$ cat config.mk
export PLATFORM = sky130hd
export DESIGN_NAME = charger_adc_gate_config_regs
export DESIGN_NICKNAME = d
export VERILOG_FILES = /design/src/charger_regs_pkg.sv /design/src/charger_adc_gate_config_regs.sv /design/src/adc_code_clamp.sv
export SDC_FILE = /design/constraint.sdc
export NUM_CORES = 1
export LEC_CHECK = 0
export BUFFER_PORTS_ARGS = -buffer_cell sky130_fd_sc_hd__buf_4
export CAP_MARGIN = 15
export CORE_ASPECT_RATIO = 0.6
export CORE_MARGIN = 2
export CORE_UTILIZATION = 50
export DETAILED_ROUTE_END_ITERATION = 10
export MAX_ROUTING_LAYER = met4
export PLACE_DENSITY = 0.73
export SYNTH_ARGS = -nofsm -noshare
export SYNTH_HDL_FRONTEND = slang
export SYNTH_SLANG_ARGS = --single-unit
$ cat constraint.sdc
create_clock -name i_mclk -period 4.2 [get_ports i_mclk]
set_input_delay 1.26 -clock i_mclk [delete_from_list [all_inputs] [get_ports i_mclk]]
set_output_delay 1.26 -clock i_mclk [all_outputs]
set_load 0.005 [all_outputs]
$ cat src/charger_regs_pkg.sv
// Shared constants, types and helpers for the charger measurement and gate configuration register bank
package charger_regs_pkg;

  // ****************************************************************
  // Byte addresses of the register bank
  // ****************************************************************
  localparam logic [7:0] ADDR_BATTERY_VOLTAGE_LO = 8'h33;
  localparam logic [7:0] ADDR_BATTERY_VOLTAGE_HI = 8'h34;
  localparam logic [7:0] ADDR_THERMISTOR_RATIO_LO = 8'h37;
  localparam logic [7:0] ADDR_THERMISTOR_RATIO_HI = 8'h38;
  localparam logic [7:0] ADDR_FEEDBACK_VOLTAGE_LO = 8'h39;
  localparam logic [7:0] ADDR_FEEDBACK_VOLTAGE_HI = 8'h3A;
  localparam logic [7:0] ADDR_GATE_DRIVE_STRENGTH = 8'h3B;
  localparam logic [7:0] ADDR_GATE_DEAD_TIME = 8'h3C;
  localparam logic [7:0] ADDR_PART_IDENTIFICATION = 8'h3D;
  localparam logic [7:0] ADDR_REVERSE_DISCHARGE_CONTROL = 8'h62;

  // ****************************************************************
  // Reset values, writable masks and read fill
  // ****************************************************************
  localparam logic [15:0] RESULT_RESET = 16'h0000;
  localparam logic [7:0] BYTE_ZERO = 8'h00;
  localparam logic [7:0] GATE_DRIVE_STRENGTH_RESET = 8'h00;
  localparam logic [7:0] GATE_DEAD_TIME_RESET = 8'h00;
  localparam logic [7:0] GATE_DEAD_TIME_WMASK = 8'h0F;
  localparam logic [7:0] REVERSE_DISCHARGE_RESET = 8'h02;
  localparam logic [7:0] REVERSE_DISCHARGE_WMASK = 8'hC2;

  // ****************************************************************
  // Field positions
  // ****************************************************************
  localparam int BOOST_HS_DRIVE_LSB = 6;
  localparam int BUCK_HS_DRIVE_LSB = 4;
  localparam int BOOST_LS_DRIVE_LSB = 2;
  localparam int BUCK_LS_DRIVE_LSB = 0;
  localparam int BOOST_DEAD_LSB = 2;
  localparam int BUCK_DEAD_LSB = 0;
  localparam int PART_CODE_LSB = 3;
  localparam int SILICON_REVISION_LSB = 0;
  localparam int REVERSE_LIMIT_LSB = 6;
  localparam int FAST_TRANSIENT_BIT = 1;

  // ****************************************************************
  // Measurement code ranges
  // ****************************************************************
  localparam logic [15:0] BATTERY_VOLTAGE_MAX = 16'h7FFF;
  localparam logic [15:0] THERMISTOR_RATIO_MAX = 16'h03FF;
  localparam logic [15:0] FEEDBACK_VOLTAGE_MAX = 16'h07FF;

  // ****************************************************************
  // Timing and limits: dead time steps, clock period and reverse limit steps
  // ****************************************************************
  localparam int CLOCK_PERIOD_NS = 25;
  localparam int DEAD_TIME_BASE_NS = 45;
  localparam int DEAD_TIME_STEP_NS = 30;
  localparam int REVERSE_LIMIT_MAX_A = 20;
  localparam int REVERSE_LIMIT_STEP_A = 5;

  // Conversion channels that land in this bank
  typedef enum logic [1:0] {
    CH_BATTERY_VOLTAGE = 2'h0,
    CH_THERMISTOR_RATIO = 2'h1,
    CH_FEEDBACK_VOLTAGE = 2'h3
  } conv_chan_t;

  // Byte access request from the serial slave
  typedef struct packed {
    logic wr;
    logic rd;
    logic [7:0] addr;
    logic [7:0] wdata;
  } reg_req_t;

  // New conversion result from the conversion engine
  typedef struct packed {
    logic valid;
    conv_chan_t chan;
    logic signed [15:0] raw;
  } conv_result_t;

  // Gate driver settings seen by the power stage
  typedef struct packed {
    logic [1:0] boost_high_side_drive;
    logic [1:0] buck_high_side_drive;
    logic [1:0] boost_low_side_drive;
    logic [1:0] buck_low_side_drive;
    logic [2:0] boost_dead_cycles;
    logic [2:0] buck_dead_cycles;
  } gate_cfg_t;

  // Dead time code to whole clock cycles, rounded up as a least time
  function automatic logic [2:0] dead_cycles(input logic [1:0] code);
    int ns;
    ns = DEAD_TIME_BASE_NS + DEAD_TIME_STEP_NS * int'(code);
    return 3'((ns + CLOCK_PERIOD_NS - 1) / CLOCK_PERIOD_NS);
  endfunction : dead_cycles

  // Discharge limit code to amperes
  function automatic logic [4:0] reverse_limit_amps(input logic [1:0] code);
    return 5'(REVERSE_LIMIT_MAX_A - REVERSE_LIMIT_STEP_A * int'(code));
  endfunction : reverse_limit_amps

endpackage : charger_regs_pkg

$ cat src/charger_adc_gate_config_regs.sv
// Measurement result, gate driver and reverse discharge register bank of the charge controller
//
// Contract
// - Battery voltage word: upper byte at 0x34, lower byte at 0x33.
// - Battery voltage is unsigned 2 mV steps, 0 to 7FFFh, negatives clamp to zero.
// - Thermistor word: upper byte at 0x38, lower byte at 0x37.
// - Thermistor ratio in 0.09765625 percent steps, clamped to 0..3FFh.
// - Feedback voltage word: upper byte at 0x3A, lower byte at 0x39.
// - Feedback voltage in 1 mV steps, clamped to 0..7FFh at both ends.
// - Results are read-only and read zero after power-on until a conversion.
// - Boost high-side drive bits 7:6, 00 fastest to 11 slowest, reset 00.
// - Buck high-side drive bits 5:4, same encoding, reset 00.
// - Boost low-side drive bits 3:2, same encoding, reset fastest.
// - Buck low-side drive bits 1:0, same encoding, reset fastest.
// - Boost dead time bits 3:2: 45, 75, 105, 135 ns; default 45 ns.
// - Buck dead time bits 1:0, same steps; upper four bits read zero.
// - Identification: part code bits 5:3, revision bits 2:0, bits 7:6 zero.
// - Reverse discharge limit bits 7:6: 20, 15, 10, 5 A; reset 00.
// - Bit 1 enables fast transient; resets enabled, register resets to 0x02.
// - Host programs these registers over the serial port; device accepts accesses; this bank takes them only while i_ce is high.
`timescale 1ns/10ps
module charger_adc_gate_config_regs
  import charger_regs_pkg::*;
#(
  parameter logic [2:0] PART_CODE = 3'h5,        // Arbitrary value
  parameter logic [2:0] SILICON_REVISION = 3'h2  // Arbitrary value
) (
  input wire logic i_mclk,
  input wire logic i_srst,
  input wire logic i_ce,
  input wire logic i_reg_defaults,
  input wire reg_req_t i_req,
  input wire conv_result_t i_conv,
  output logic [7:0] o_rdata,
  output logic o_rvalid,
  output gate_cfg_t o_gate_cfg,
  output logic [1:0] o_reverse_discharge_limit,
  output logic [4:0] o_reverse_limit_amps,
  output logic o_fast_transient_enable
);

  // ****************************************************************
  // Storage
  // ****************************************************************
  logic [15:0] battery_voltage_result_ff;
  logic [15:0] thermistor_ratio_result_ff;
  logic [15:0] feedback_voltage_result_ff;
  logic [7:0] battery_voltage_hi_shadow_ff;
  logic [7:0] thermistor_ratio_hi_shadow_ff;
  logic [7:0] feedback_voltage_hi_shadow_ff;
  logic [7:0] gate_drive_strength_ff;
  logic [7:0] gate_dead_time_ff;
  logic [7:0] reverse_discharge_control_ff;
  logic [7:0] rdata_ff;
  logic rvalid_ff;
  gate_cfg_t gate_cfg_ff;
  logic [4:0] reverse_limit_amps_ff;
  logic [15:0] battery_voltage_code;
  logic [15:0] thermistor_ratio_code;
  logic [15:0] feedback_voltage_code;
  logic [7:0] nxt_rdata;
  logic [7:0] part_identification;
  logic wr_en;
  logic rd_en;
  logic defaults;

  // Accesses only count while the clock enable runs
  assign wr_en = i_ce && i_req.wr;
  assign rd_en = i_ce && i_req.rd;
  assign defaults = i_srst || i_reg_defaults;
  assign part_identification = {2'h0, PART_CODE, SILICON_REVISION};

  // ****************************************************************
  // Result clamping
  // ****************************************************************
  // Battery word cannot exceed 7FFFh as signed, so only the low end clamps
  adc_code_clamp #(
    .MAX_CODE(BATTERY_VOLTAGE_MAX),
    .CLAMP_HIGH(1'b0)
  ) u_battery_voltage_clamp (
    .i_raw(i_conv.raw),
    .o_code(battery_voltage_code)
  );

  adc_code_clamp #(
    .MAX_CODE(THERMISTOR_RATIO_MAX),
    .CLAMP_HIGH(1'b1)
  ) u_thermistor_ratio_clamp (
    .i_raw(i_conv.raw),
    .o_code(thermistor_ratio_code)
  );

  adc_code_clamp #(
    .MAX_CODE(FEEDBACK_VOLTAGE_MAX),
    .CLAMP_HIGH(1'b1)
  ) u_feedback_voltage_clamp (
    .i_raw(i_conv.raw),
    .o_code(feedback_voltage_code)
  );

  // ****************************************************************
  // Result registers
  // ****************************************************************
  // Only power-on clears results; the defaults command leaves measurements alone
  always_ff @(posedge i_mclk) begin
    if (i_srst) begin
      battery_voltage_result_ff <= RESULT_RESET;
      thermistor_ratio_result_ff <= RESULT_RESET;
      feedback_voltage_result_ff <= RESULT_RESET;
    end else if (i_ce && i_conv.valid) begin
      unique case (i_conv.chan)
        CH_BATTERY_VOLTAGE: battery_voltage_result_ff <= battery_voltage_code;
        CH_THERMISTOR_RATIO: thermistor_ratio_result_ff <= thermistor_ratio_code;
        CH_FEEDBACK_VOLTAGE: feedback_voltage_result_ff <= feedback_voltage_code;
        default: begin
        end
      endcase
    end
  end

  // ****************************************************************
  // Upper byte shadows
  // ****************************************************************
  // Capture the upper byte with the lower-byte read so a conversion landing
  // between the two byte reads cannot tear the word
  always_ff @(posedge i_mclk) begin
    if (i_srst) begin
      battery_voltage_hi_shadow_ff <= BYTE_ZERO;
      thermistor_ratio_hi_shadow_ff <= BYTE_ZERO;
      feedback_voltage_hi_shadow_ff <= BYTE_ZERO;
    end else if (rd_en) begin
      if (i_req.addr == ADDR_BATTERY_VOLTAGE_LO) begin
        battery_voltage_hi_shadow_ff <= battery_voltage_result_ff[15:8];
      end
      if (i_req.addr == ADDR_THERMISTOR_RATIO_LO) begin
        thermistor_ratio_hi_shadow_ff <= thermistor_ratio_result_ff[15:8];
      end
      if (i_req.addr == ADDR_FEEDBACK_VOLTAGE_LO) begin
        feedback_voltage_hi_shadow_ff <= feedback_voltage_result_ff[15:8];
      end
    end
  end

  // ****************************************************************
  // Gate driver configuration
  // ****************************************************************
  // Writes to read-only addresses fall through untouched
  always_ff @(posedge i_mclk) begin
    if (defaults) begin
      gate_drive_strength_ff <= GATE_DRIVE_STRENGTH_RESET;
      gate_dead_time_ff <= GATE_DEAD_TIME_RESET;
    end else if (wr_en) begin
      if (i_req.addr == ADDR_GATE_DRIVE_STRENGTH) begin
        gate_drive_strength_ff <= i_req.wdata;
      end
      if (i_req.addr == ADDR_GATE_DEAD_TIME) begin
        gate_dead_time_ff <= i_req.wdata & GATE_DEAD_TIME_WMASK;
      end
    end
  end

  // ****************************************************************
  // Reverse mode control
  // ****************************************************************
  always_ff @(posedge i_mclk) begin
    if (defaults) begin
      reverse_discharge_control_ff <= REVERSE_DISCHARGE_RESET;
    end else if (wr_en && (i_req.addr == ADDR_REVERSE_DISCHARGE_CONTROL)) begin
      reverse_discharge_control_ff <= i_req.wdata & REVERSE_DISCHARGE_WMASK;
    end
  end

  // ****************************************************************
  // Decoded outputs to the power stage
  // ****************************************************************
  // Registered one cycle behind the fields so every output leaves a flop;
  // the power stage sees a new setting one cycle after the write lands
  always_ff @(posedge i_mclk) begin
    if (i_srst) begin
      gate_cfg_ff <= '0;
      reverse_limit_amps_ff <= 5'(REVERSE_LIMIT_MAX_A);
    end else if (i_ce) begin
      gate_cfg_ff.boost_high_side_drive <= gate_drive_strength_ff[BOOST_HS_DRIVE_LSB +: 2];
      gate_cfg_ff.buck_high_side_drive <= gate_drive_strength_ff[BUCK_HS_DRIVE_LSB +: 2];
      gate_cfg_ff.boost_low_side_drive <= gate_drive_strength_ff[BOOST_LS_DRIVE_LSB +: 2];
      gate_cfg_ff.buck_low_side_drive <= gate_drive_strength_ff[BUCK_LS_DRIVE_LSB +: 2];
      gate_cfg_ff.boost_dead_cycles <= dead_cycles(gate_dead_time_ff[BOOST_DEAD_LSB +: 2]);
      gate_cfg_ff.buck_dead_cycles <= dead_cycles(gate_dead_time_ff[BUCK_DEAD_LSB +: 2]);
      reverse_limit_amps_ff <= reverse_limit_amps(reverse_discharge_control_ff[REVERSE_LIMIT_LSB +: 2]);
    end
  end

  // ****************************************************************
  // Read multiplexer
  // ****************************************************************
  // Upper result bytes come from the shadow, lower ones live; unmapped reads return zero
  always_comb begin
    nxt_rdata = BYTE_ZERO;
    unique case (i_req.addr)
      ADDR_BATTERY_VOLTAGE_LO: nxt_rdata = battery_voltage_result_ff[7:0];
      ADDR_BATTERY_VOLTAGE_HI: nxt_rdata = battery_voltage_hi_shadow_ff;
      ADDR_THERMISTOR_RATIO_LO: nxt_rdata = thermistor_ratio_result_ff[7:0];
      ADDR_THERMISTOR_RATIO_HI: nxt_rdata = thermistor_ratio_hi_shadow_ff;
      ADDR_FEEDBACK_VOLTAGE_LO: nxt_rdata = feedback_voltage_result_ff[7:0];
      ADDR_FEEDBACK_VOLTAGE_HI: nxt_rdata = feedback_voltage_hi_shadow_ff;
      ADDR_GATE_DRIVE_STRENGTH: nxt_rdata = gate_drive_strength_ff;
      ADDR_GATE_DEAD_TIME: nxt_rdata = gate_dead_time_ff;
      ADDR_PART_IDENTIFICATION: nxt_rdata = part_identification;
      ADDR_REVERSE_DISCHARGE_CONTROL: nxt_rdata = reverse_discharge_control_ff;
      default: nxt_rdata = BYTE_ZERO;
    endcase
  end

  // Read answer one cycle after the strobe
  always_ff @(posedge i_mclk) begin
    if (i_srst) begin
      rdata_ff <= BYTE_ZERO;
      rvalid_ff <= 1'b0;
    end else if (i_ce) begin
      rvalid_ff <= i_req.rd;
      if (i_req.rd) begin
        rdata_ff <= nxt_rdata;
      end
    end
  end

  assign o_rdata = rdata_ff;
  assign o_rvalid = rvalid_ff;
  assign o_gate_cfg = gate_cfg_ff;
  assign o_reverse_discharge_limit = reverse_discharge_control_ff[REVERSE_LIMIT_LSB +: 2];
  assign o_reverse_limit_amps = reverse_limit_amps_ff;
  assign o_fast_transient_enable = reverse_discharge_control_ff[FAST_TRANSIENT_BIT];

  // ****************************************************************
  // Assertions
  // ****************************************************************
  a_gate_write_lands: assert property (@(posedge i_mclk) disable iff (i_srst)
    (wr_en && !i_reg_defaults && i_req.addr == ADDR_GATE_DRIVE_STRENGTH) |=>
      (gate_drive_strength_ff == $past(i_req.wdata)) ##1
      (!$past(i_ce) || o_gate_cfg.boost_high_side_drive == $past(gate_drive_strength_ff[BOOST_HS_DRIVE_LSB +: 2])))
    else $error("gate drive write did not reach the power stage");

  a_dead_upper_zero: assert property (@(posedge i_mclk) disable iff (i_srst)
    (rd_en && i_req.addr == ADDR_GATE_DEAD_TIME) |=> (o_rvalid && o_rdata[7:4] == 4'h0))
    else $error("dead time upper bits read nonzero");

  a_ident_read: assert property (@(posedge i_mclk) disable iff (i_srst)
    (rd_en && i_req.addr == ADDR_PART_IDENTIFICATION) |=>
      (o_rdata == {2'h0, PART_CODE, SILICON_REVISION}))
    else $error("identification read wrong");

  a_defaults_cmd: assert property (@(posedge i_mclk) disable iff (i_srst)
    i_reg_defaults |=> (gate_drive_strength_ff == GATE_DRIVE_STRENGTH_RESET &&
      gate_dead_time_ff == GATE_DEAD_TIME_RESET && reverse_discharge_control_ff == REVERSE_DISCHARGE_RESET))
    else $error("defaults command did not restore configuration");

  a_fast_transient_reset: assert property (@(posedge i_mclk)
    i_srst |=> (o_fast_transient_enable && o_reverse_discharge_limit == 2'h0))
    else $error("reverse control not at reset value");

  a_result_clamps: assert property (@(posedge i_mclk) disable iff (i_srst)
    (feedback_voltage_result_ff <= FEEDBACK_VOLTAGE_MAX) && (thermistor_ratio_result_ff <= THERMISTOR_RATIO_MAX) &&
      !battery_voltage_result_ff[15])
    else $error("result above its code range");

  a_shadow_capture: assert property (@(posedge i_mclk) disable iff (i_srst)
    (rd_en && i_req.addr == ADDR_BATTERY_VOLTAGE_LO) ##1 (rd_en && i_req.addr == ADDR_BATTERY_VOLTAGE_HI) |=>
      (o_rdata == $past(battery_voltage_result_ff[15:8], 2)))
    else $error("upper byte not coherent with lower byte read");

  a_result_read_only: assert property (@(posedge i_mclk) disable iff (i_srst)
    (wr_en && !i_conv.valid && i_req.addr == ADDR_FEEDBACK_VOLTAGE_LO) |=> $stable(feedback_voltage_result_ff))
    else $error("host write changed a result");

  a_limit_amps: assert property (@(posedge i_mclk) disable iff (i_srst)
    (i_ce && reverse_discharge_control_ff[REVERSE_LIMIT_LSB +: 2] == 2'h3) |=> (o_reverse_limit_amps == 5'h05))
    else $error("reverse limit decode wrong");

endmodule : charger_adc_gate_config_regs

$ cat src/adc_code_clamp.sv
// Clamps a signed conversion result into the unsigned code range of one result register
`timescale 1ns/10ps
module adc_code_clamp
  import charger_regs_pkg::*;
#(
  parameter logic [15:0] MAX_CODE = 16'h7FFF,
  parameter bit CLAMP_HIGH = 1'b1
) (
  input wire logic signed [15:0] i_raw,
  output logic [15:0] o_code
);

  // ****************************************************************
  // Clamp
  // ****************************************************************
  // Negative readings become zero; high clamp only where the range is narrower than the word
  always_comb begin
    if (i_raw < 0) begin
      o_code = RESULT_RESET;
    end else if (CLAMP_HIGH && (16'(i_raw) > MAX_CODE)) begin
      o_code = MAX_CODE;
    end else begin
      o_code = 16'(i_raw);
    end
  end

endmodule : adc_code_clamp

Word-level counts from Yosys, hierarchy flattened --
Index checks and enable logic that the tools add are counted.
Operators by class: add/sub/neg operators 7, multipliers 3, mux-type cells 6, div/mod/pow operators 2, reduce and logical (&&, ||, !) cells 15, equal/unequal tests 12, order comparisons 3
Operator list (count):
- 16-bit two-way mux | 5
- 8-bit case mux with 10 select lines | 1
- 8-bit by 6-bit == test with 1-bit output (second input constant) | 9
- 32-bit by 6-bit divider with 32-bit output (second input constant) | 2
- 9-bit by 1-bit subtractor with 10-bit output (second input constant) | 2
- 8-bit by 5-bit adder with 9-bit output (second input constant) | 2
- 2-bit AND reduction | 9
- 6-bit by 7-bit adder with 8-bit output (first input constant) | 2
- 16-bit by 10-bit greater-than comparator with 1-bit output (second input constant) | 1
- 16-bit by 11-bit greater-than comparator with 1-bit output (second input constant) | 1
- 16-bit by 1-bit < comparator with 1-bit output (second input constant) | 1
- 4-bit by 2-bit multiplier with 6-bit output (first input constant) | 2
- 8-bit by 7-bit == test with 1-bit output (second input constant) | 1
- 3-bit by 2-bit multiplier with 5-bit output (first input constant) | 1
- 5-bit subtractor (first input constant) | 1
- 1-bit logical AND | 4
- 2-bit by 1-bit == test with 1-bit output (second input constant) | 1
- 2-bit == test (second input constant) | 1
- 2-bit logical NOT | 1
- 1-bit logical OR | 1
Storage, ports and cells: register bits after elaboration 115, output and inout bits 31, word-level logic and storage cells 66, bits of input ports 41

Logic depth before layout (Yosys ltp) --
Gate-level depths: netlist of the first run.
depth in word-level cells 5, depth in mapped cells 7, mapped depth without buffers 5

By module --
From an unflattened synthesis of the first run, not the netlist that was laid out.
Second synthesis, totals: cells, all modules 642, area total of the unflattened synthesis 5295.1 um2
Modules (own cells, without submodules):
- charger_adc_gate_config_regs | times used 1, cells an instance 562, sequential area each 2282.2 um2, area an instance 4803.4 um2
- adc_code_clamp (u_thermistor_ratio_clamp) | times used 1, cells an instance 31, sequential area each 0.0 um2, area an instance 186.4 um2
- adc_code_clamp (u_feedback_voltage_clamp) | times used 1, cells an instance 31, sequential area each 0.0 um2, area an instance 161.4 um2
- adc_code_clamp (u_battery_voltage_clamp) | times used 1, cells an instance 18, sequential area each 0.0 um2, area an instance 143.9 um2

Worst setup path after synthesis of the first run --
OpenSTA, ideal clock, no wires.
path kind input port to flip-flop, from in i_req[9] (netlist bit), to reg gate_dead_time_ff[0], path buffers 2, path slack 1.492 ns, setup time 0.128 ns, data required time 4.072 ns, arrival 2.581 ns, stages on the path 6, cell sequence buf_4 > or4b_1 > buf_6 > nor3_4 > mux2i_1 > nor2_1
On the way: word-level cells in the longest chain between the ends 2
Ends and longest elaborated chain:
- start, declared | line charger_adc_gate_config_regs.sv:32 | input wire reg_req_t i_req,
- 8-bit by 6-bit == test with 1-bit output | line charger_adc_gate_config_regs.sv:156 | if (i_req.addr == ADDR_GATE_DEAD_TIME) begin
- 2-bit AND reduction (no source line)
- end signal, assigned | line charger_adc_gate_config_regs.sv:157 | gate_dead_time_ff <= i_req.wdata & GATE_DEAD_TIME_WMASK;
- end, declared | line charger_adc_gate_config_regs.sv:52 | logic [7:0] gate_dead_time_ff;
No other way between the ends. A chain may end at the register's enable or synchronous reset.

Worst setup path after layout of the first run --
from in i_ce, to reg feedback_voltage_result_ff[9]
On the way: word-level cells in the longest chain between the ends 2
Ends and longest elaborated chain:
- start, declared | line charger_adc_gate_config_regs.sv:30 | input wire logic i_ce,
- 1-bit logical AND | line charger_adc_gate_config_regs.sv:110 | end else if (i_ce && i_conv.valid) begin
- 2-bit AND reduction (no source line)
- end signal, assigned | line charger_adc_gate_config_regs.sv:114 | CH_FEEDBACK_VOLTAGE: feedback_voltage_result_ff <= feedback_voltage_code;
- end, declared | line charger_adc_gate_config_regs.sv:47 | logic [15:0] feedback_voltage_result_ff;
No other way between the ends.

==> out/metrics.json, run 1 <==
{
  "run_status": {
    "status": "completed"
  },
  "job": {
    "cap_violations": 0
  },
  "synthesis": {
    "ys_types": 51,
    "syn_area_mm2": 0.004772,
    "number_of_nets_produced_by_synthesis": 576,
    "synth_seq_cells": 108,
    "postSynth.asyncResetShare_pct": 0,
    "yosysWarningCount": 0,
    "postSynthAreaPerCell_um2": 9.021,
    "synthDominantAreaCellType": "dfxtp_1",
    "postSynthCellCount": 529,
    "synth-edff-count": 0,
    "synth_largest_type_area_fraction_pct": 45.31,
    "synth_top_cells_by_area": "dfxtp_1 45%, mux2i_1 12%, nor2_1 5.6%, a21oi_1 4.5%, nand2_1 4.1%",
    "ys_seq_area_share_pct": 45.31,
    "dominant_register_cell_in_the_synthesized_netlist": "dfxtp_1"
  },
  "critical_path": {
    "cp_data_arrival_time_ns": 3.19,
    "worst_ep_required_time_ns": 4.48,
    "number_of_cell_instances_on_the_worst_register_to_register_path": 5,
    "start_kind": "primary input",
    "timing.setup.critical_path_class": "in2reg",
    "critical_path_peak_fanout": 35,
    "worst_setup_path_end_kind": "flip-flop"
  },
  "sta": {
    "max_slew_margin_pct": 43.63,
    "transition_at_the_pin_with_the_smallest_max_transition_slack_ns": 0.8430,
    "finalSetupTns_ns": 0,
    "drv_slew": 0,
    "setup-violations-final": 0,
    "timing_hold_violations_final": 0,
    "timing.final.crit_period_ns": 2.906,
    "post-route-period-util_pct": 69.19,
    "timing.fmax_mhz": 344.1,
    "fin_skew_ns": 0.004159,
    "rsz0062_at_grt": "false"
  },
  "finish": {
    "n_antenna_cell": 0,
    "count_of_non_filler_cells_in_the_finished_layout": 711,
    "post_route_cells_drive_above_1_share_pct": 17.90,
    "final_net_count": 623,
    "final_cell_mix": "108 x dfxtp_1, 73 x buf_4, 71 x nor2_1",
    "syn_to_final_growth_pct": 17.86,
    "final_common_cell": "dfxtp_1"
  },
  "die": {
    "fp.dieArea_mm2": 0.01037,
    "std_cell_rows": 27,
    "floorplan.io_pins": 72,
    "die_height_um": 79.68,
    "die_width_um": 130.1,
    "core_area_mm2": 0.009223,
    "initial_core_util_pct": 51.74
  },
  "routing": {
    "drtPass1Iterations": 4,
    "route.met3.wl_um": 1052,
    "detail_route.vias_per_cell": 5.688,
    "number_of_nets_with_antenna_violations_after_detailed_routing": 0,
    "routed_vias": 4044,
    "drcViolationCount": 0,
    "met2WireLength_um": 5245,
    "drt_iter0_markers": 371,
    "maxUsedRoutingLayer": "met4",
    "drt-wirelength-per-cell_um": 17.81,
    "route.layer.met1.wl_um": 6233,
    "wirelength_um": 12660
  },
  "hold_path": {
    "hold_path_cells": 2,
    "hold_path_class": "reg2reg"
  },
  "global_route": {
    "number_of_antenna_violations_at_the_first_check_in_global_routing": 0,
    "global_route.usage.total_pct": 25.98,
    "first_global_vias": 3762,
    "grt_pass1_wl_um": 20040,
    "grt_overflow_total": 0,
    "grt_start_max_net_pins": 66
  },
  "placed_design": {
    "detailedPlacementHpwl_um": 9198,
    "routabilityCongestion": 0.9146,
    "numPlacedInstances": 695,
    "buffer_ports.inserted": 71
  },
  "clock_network": {
    "ctsRootBufferMaster": "clkbuf_16",
    "hold_buffers_post_cts": 0,
    "cts_setup_buffers": 0,
    "clockBufferDepth": 2,
    "cts.sink_count": 108,
    "insertion_delay_ns": 0.34,
    "clk_transition_reported_paths_ns": 0.07,
    "cts_htree_levels": 3,
    "tritoncts": "done",
    "post_cts_resized": 0,
    "cts_inserted_buffers": 9
  },
  "pwr": {
    "power_per_cell_area_mw_per_mm2": 364.9,
    "vdd.ir_drop.worst_mv": 0.2084,
    "p_leak_nw": 2.166
  }
}
==> flip-flops by register name (all words and copies together), names as in the netlist <==
register	cells
thermistor_ratio_hi_shadow_ff	7
o_rvalid	1
o_gate_cfg	14
o_reverse_limit_amps	4
feedback_voltage_result_ff	15
feedback_voltage_hi_shadow_ff	7
battery_voltage_hi_shadow_ff	7
reverse_discharge_control_ff	3
gate_dead_time_ff	4
o_rdata	8
gate_drive_strength_ff	8
battery_voltage_result_ff	15
thermistor_ratio_result_ff	15
==> cells in the mapped netlist (8+ instances only) <==
cell and n:
a21oi_1 43, and2_1 10, clkbuf_1 26, dfxtp_1 108
mux2i_1 55, nand2_1 52, nand3_1 26, nor2_1 71
nor2b_1 8, o211ai_1 11, o21ai_0 10, or3_1 14
==> critical path, cell delays in order <==
cell	delay (ns)
buf_4	0.36
nand4_1	0.76
or3_1	0.64
a21oi_1	0.15
==> cell families (layout without fill, tap and decap cells) <==
group,Yosys count,count (layout),synth area share (%)
AND/OR/NAND/NOR,219,219,23.62
flip-flops,108,108,45.31
AO/OA/AOI/OAI,93,93,12.35
multiplexers,60,60,13.19
buffers and inverters,43,95,3.959
adder cells (fa/ha/maj),6,6,1.573
==> report_power, final <==
| part | switching, mW | total, mW | leakage [nW] | internal, mW |
|---|---|---|---|---|
| combinational | 0.0866 | 0.140 | 1.14 | 0.0531 |
| clock | 0.387 | 0.873 | 0.151 | 0.487 |
| sequential | 0.00580 | 1.04 | 0.872 | 1.03 |
| total | 0.479 | 2.05 | 2.17 | 1.57 |
==> final timing paths <==
kind                                                                start                                    endpoint  slack [ns]
worst max-delay path                                                 i_ce  feedback_voltage_result_ff[9]$_SDFFE_PP0P_        1.29
worst min-delay path            battery_voltage_result_ff[2]$_SDFFE_PP0P_   battery_voltage_result_ff[2]$_SDFFE_PP0P_        0.46
worst max register to register     gate_drive_strength_ff[0]$_SDFFE_PP0P_                     o_rdata[0]$_SDFFE_PP0P_        2.64
worst min register to register  battery_voltage_result_ff[2]$_SDFFE_PP0P_   battery_voltage_result_ff[2]$_SDFFE_PP0P_        0.46
==> cell type report <==
cell class,count,area (µm²)
well taps,130,162.7
clock buffers,11,242.7
fillers,799,3598
multi-input cells,378,2421
flip-flops and latches,108,2162
inverters,6,22.52
repair buffers,73,548.0
clock inverters,5,65.06
==> metrics by stage <==
stage | power [mW] | utilization [%] | setup WS [ns] | hold WS (ns) | area [µm²]
after floorplan | 1.137 | - | 1.492 | 0.4271 | 4772
after global placement | 1.199 | 57.64 | 1.004 | 0.4406 | 5316
after detailed placement | 1.200 | 57.64 | 0.9481 | 0.4447 | 5316
after CTS | 2.062 | 60.98 | 1.304 | 0.4550 | 5624
after global routing | 2.115 | 60.98 | 1.106 | 0.4680 | 5624
final | 2.052 | 60.98 | 1.294 | 0.4553 | 5624
==> routing by layer <==
layer  GRT usage, %  vias up
met5              -        -
met4          5.269        0
met3          7.373       17
met2          37.17      151
met1          36.73     1931
li1               -     1945
Power figures use the tool's default switching activity.
==> inputs of run 2 (changes only) <==
clock period = 2.98 ns   (was 4.2 ns; I/O delays follow)
==> run 2 against run 1 <==
Effect of this change: global-route usage is 0.44 points higher; cell count is 1.5% higher; hold slack hardly changed; largest power group unchanged; total power rose by 39%; largest cell class unchanged; wire length up 0.10%; sequential power grew 40%; clock skew increased by 0.0023 ns.
==> out/metrics.json, run 2 (same netlist as run 1, synthesis figures left out) <==
{
  "finish": {
    "final_cell_mix": "108 x dfxtp_1, 84 x buf_4, 71 x nor2_1",
    "syn_to_final_growth_pct": 19.27,
    "layout.area.seq_mm2": 0.002162,
    "n_antenna_cell": 0,
    "post_route_cells_drive_above_1_share_pct": 19.43,
    "largest_registers": "battery_voltage_result_ff x15, feedback_voltage_result_ff x15, thermistor_ratio_result_ff x15",
    "final_core_util_pct": 61.71,
    "final_net_count": 634,
    "final_common_cell": "dfxtp_1",
    "num-fill-cells": 818,
    "layout.cell_area.non_filler_mm2": 0.005692,
    "multi_input_comb_area_mm2": 0.002421
  },
  "sta": {
    "timing.fmax_mhz": 437.8,
    "transition_at_the_pin_with_the_smallest_max_transition_slack_ns": 0.5656,
    "max_slew_margin_pct": 62.29,
    "setup-violations-final": 0,
    "timing_hold_violations_final": 0,
    "setup_ws_ns": 0.6958,
    "post-route-period-util_pct": 76.65,
    "finalSetupTns_ns": 0,
    "fin_skew_ns": 0.006429,
    "rsz0062_at_grt": "false",
    "timing.final.crit_period_ns": 2.284,
    "drv_slew": 0
  },
  "pwr": {
    "switching_share_pct": 23.01,
    "totalPowerFinal_mw": 2.844,
    "vdd.ir_drop.worst_mv": 0.2964,
    "power_report.internal_total_mw": 2.190,
    "part_of_the_power_in_registers_pct": 51.5,
    "clkPwrFrac_pct": 41.3,
    "p_leak_nw": 2.207,
    "comb_power_share_pct": 7.2,
    "power_per_cell_area_mw_per_mm2": 499.7,
    "power_switching_mw": 0.6544
  },
  "die": {
    "fp.dieArea_mm2": 0.01037,
    "die_width_um": 130.1,
    "std_cell_rows": 27,
    "core_area_mm2": 0.009223,
    "initial_core_util_pct": 51.74,
    "floorplan.io_pins": 72,
    "die_height_um": 79.68
  },
  "clock_network": {
    "tritoncts": "done",
    "cts_setup_buffers": 0,
    "post_cts_resized": 0,
    "ctsRootBufferMaster": "clkbuf_16",
    "clk_transition_reported_paths_ns": 0.07,
    "cts_htree_levels": 3,
    "cts.sink_count": 108,
    "hold_buffers_post_cts": 0,
    "clockBufferDepth": 2,
    "cts_inserted_buffers": 9,
    "insertion_delay_ns": 0.35
  },
  "routing": {
    "detail_route.vias_per_cell": 5.693,
    "drt-wirelength-per-cell_um": 17.55,
    "maxUsedRoutingLayer": "met4",
    "route.met3.wl_um": 940,
    "number_of_nets_with_antenna_violations_after_detailed_routing": 0,
    "drtPass1Iterations": 5,
    "drcViolationCount": 0,
    "met2WireLength_um": 5404,
    "drt_iter0_markers": 352,
    "route.layer.met1.wl_um": 6229,
    "routed_vias": 4110,
    "wirelength_um": 12670
  },
  "placed_design": {
    "detailedPlacementHpwl_um": 9485,
    "placed_area_mm2": 0.005399,
    "routabilityCongestion": 0.9828,
    "buffer_ports.inserted": 71,
    "placement_stage_worst_setup_slack_ns": 0.3524
  },
  "hold_path": {
    "hp-start": "thermistor_ratio_result_ff[7]$_SDFFE_PP0P_",
    "hold_path_class": "reg2reg",
    "hold_path_cells": 2,
    "min_delay_worst_endpoint": "thermistor_ratio_result_ff[7]$_SDFFE_PP0P_"
  },
  "critical_path": {
    "timing.setup.critical_path_class": "in2reg",
    "cp_data_arrival_time_ns": 2.58,
    "worst_setup_path_end_kind": "flip-flop",
    "critical_path.reg2reg.startpoint": "gate_drive_strength_ff[0]$_SDFFE_PP0P_",
    "timing.reg2reg.setup_slack_ns": 1.41,
    "timing.critical_path.cells": "buf_4 > nor4b_1 > o21ai_0 > a21oi_1 > nor2b_1 > a22o_1",
    "critical-path-max-stage-delay_ns": 0.38,
    "crit_path_top_delay_cell": "nor4b_1",
    "crit_buf_inv": 1,
    "largest_delay_share_family_worst_path": "simple AND/OR/NAND/NOR gates",
    "number_of_cell_instances_on_the_worst_register_to_register_path": 5,
    "worst_ep_required_time_ns": 3.27,
    "start_kind": "primary input",
    "critical_path_peak_fanout": 22,
    "endpoint_of_the_lowest_slack_register_to_register_path": "o_rdata[0]$_SDFFE_PP0P_"
  },
  "global_route": {
    "grt_pass1_wl_um": 20240,
    "global_route.usage.total_pct": 26.42,
    "grt_overflow_total": 0,
    "number_of_antenna_violations_at_the_first_check_in_global_routing": 0,
    "first_global_vias": 3752,
    "grt_start_max_net_pins": 39
  },
  "run_status": {
    "status": "completed"
  },
  "job": {
    "cap_violations": 0
  }
}
[run 2: how the worst max path moves through the flow]
stage	depth (start not counted)	to	start	slack [ns]
floorplan	6	gate_dead_time_ff[0]$_SDFFE_PP0P_	i_req[9]	0.64
global placement	6	battery_voltage_hi_shadow_ff[1]$_SDFFE_PP0P_	i_req[9]	0.40
detailed placement	6	battery_voltage_hi_shadow_ff[6]$_SDFFE_PP0P_	i_req[9]	0.35
CTS	6	battery_voltage_hi_shadow_ff[6]$_SDFFE_PP0P_	i_req[9]	0.70
global route	6	battery_voltage_hi_shadow_ff[5]$_SDFFE_PP0P_	i_req[9]	0.56
finish	6	o_rdata[4]$_SDFFE_PP0P_	i_req[10]	0.70
[run 2: cell type report]
cell class / instances / share of cell area (%)
Tap cell: 130 / 2.858
Inverter: 6 / 0.3957
Clock buffer: 10 / 4.023
Multi-Input combinational cell: 378 / 42.54
Sequential cell: 108 / 37.99
Timing Repair Buffer: 84 / 11.08
Clock inverter: 6 / 1.121
[run 2: worst register-to-register path, delay by kind of cell (launching register included)]
family,cells,cell delay (ns)
simple gates,1,0.12
mux,1,0.48
flops,1,0.34
compound gates,3,0.52
[run 2: metrics by stage]
stage / hold WS (ns) / std cells
after floorplan: 0.4271 / 529
after global placement: 0.4384 / 706
after detailed placement: 0.4430 / 706
after CTS: 0.4550 / 722
after global routing: 0.4810 / 722
final: 0.4554 / 722
[run 2: routing by layer]
metal / vias to the layer above / GRT usage [%]
li1: 1982 / -
met1: 1977 / 39.18
met2: 142 / 36.70
met3: 9 / 6.233
met4: 0 / 5.161
met5: - / -
[run 2: power groups by stage]
stage / clock network, mW / logic (mW) / registers [mW]
after global routing: 1.26 / 0.221 / 1.47
after floorplan: 0 / 0.105 / 1.50
after CTS: 1.20 / 0.202 / 1.46
final: 1.17 / 0.205 / 1.46
after global placement: 0 / 0.199 / 1.50
after detailed placement: 0 / 0.202 / 1.50
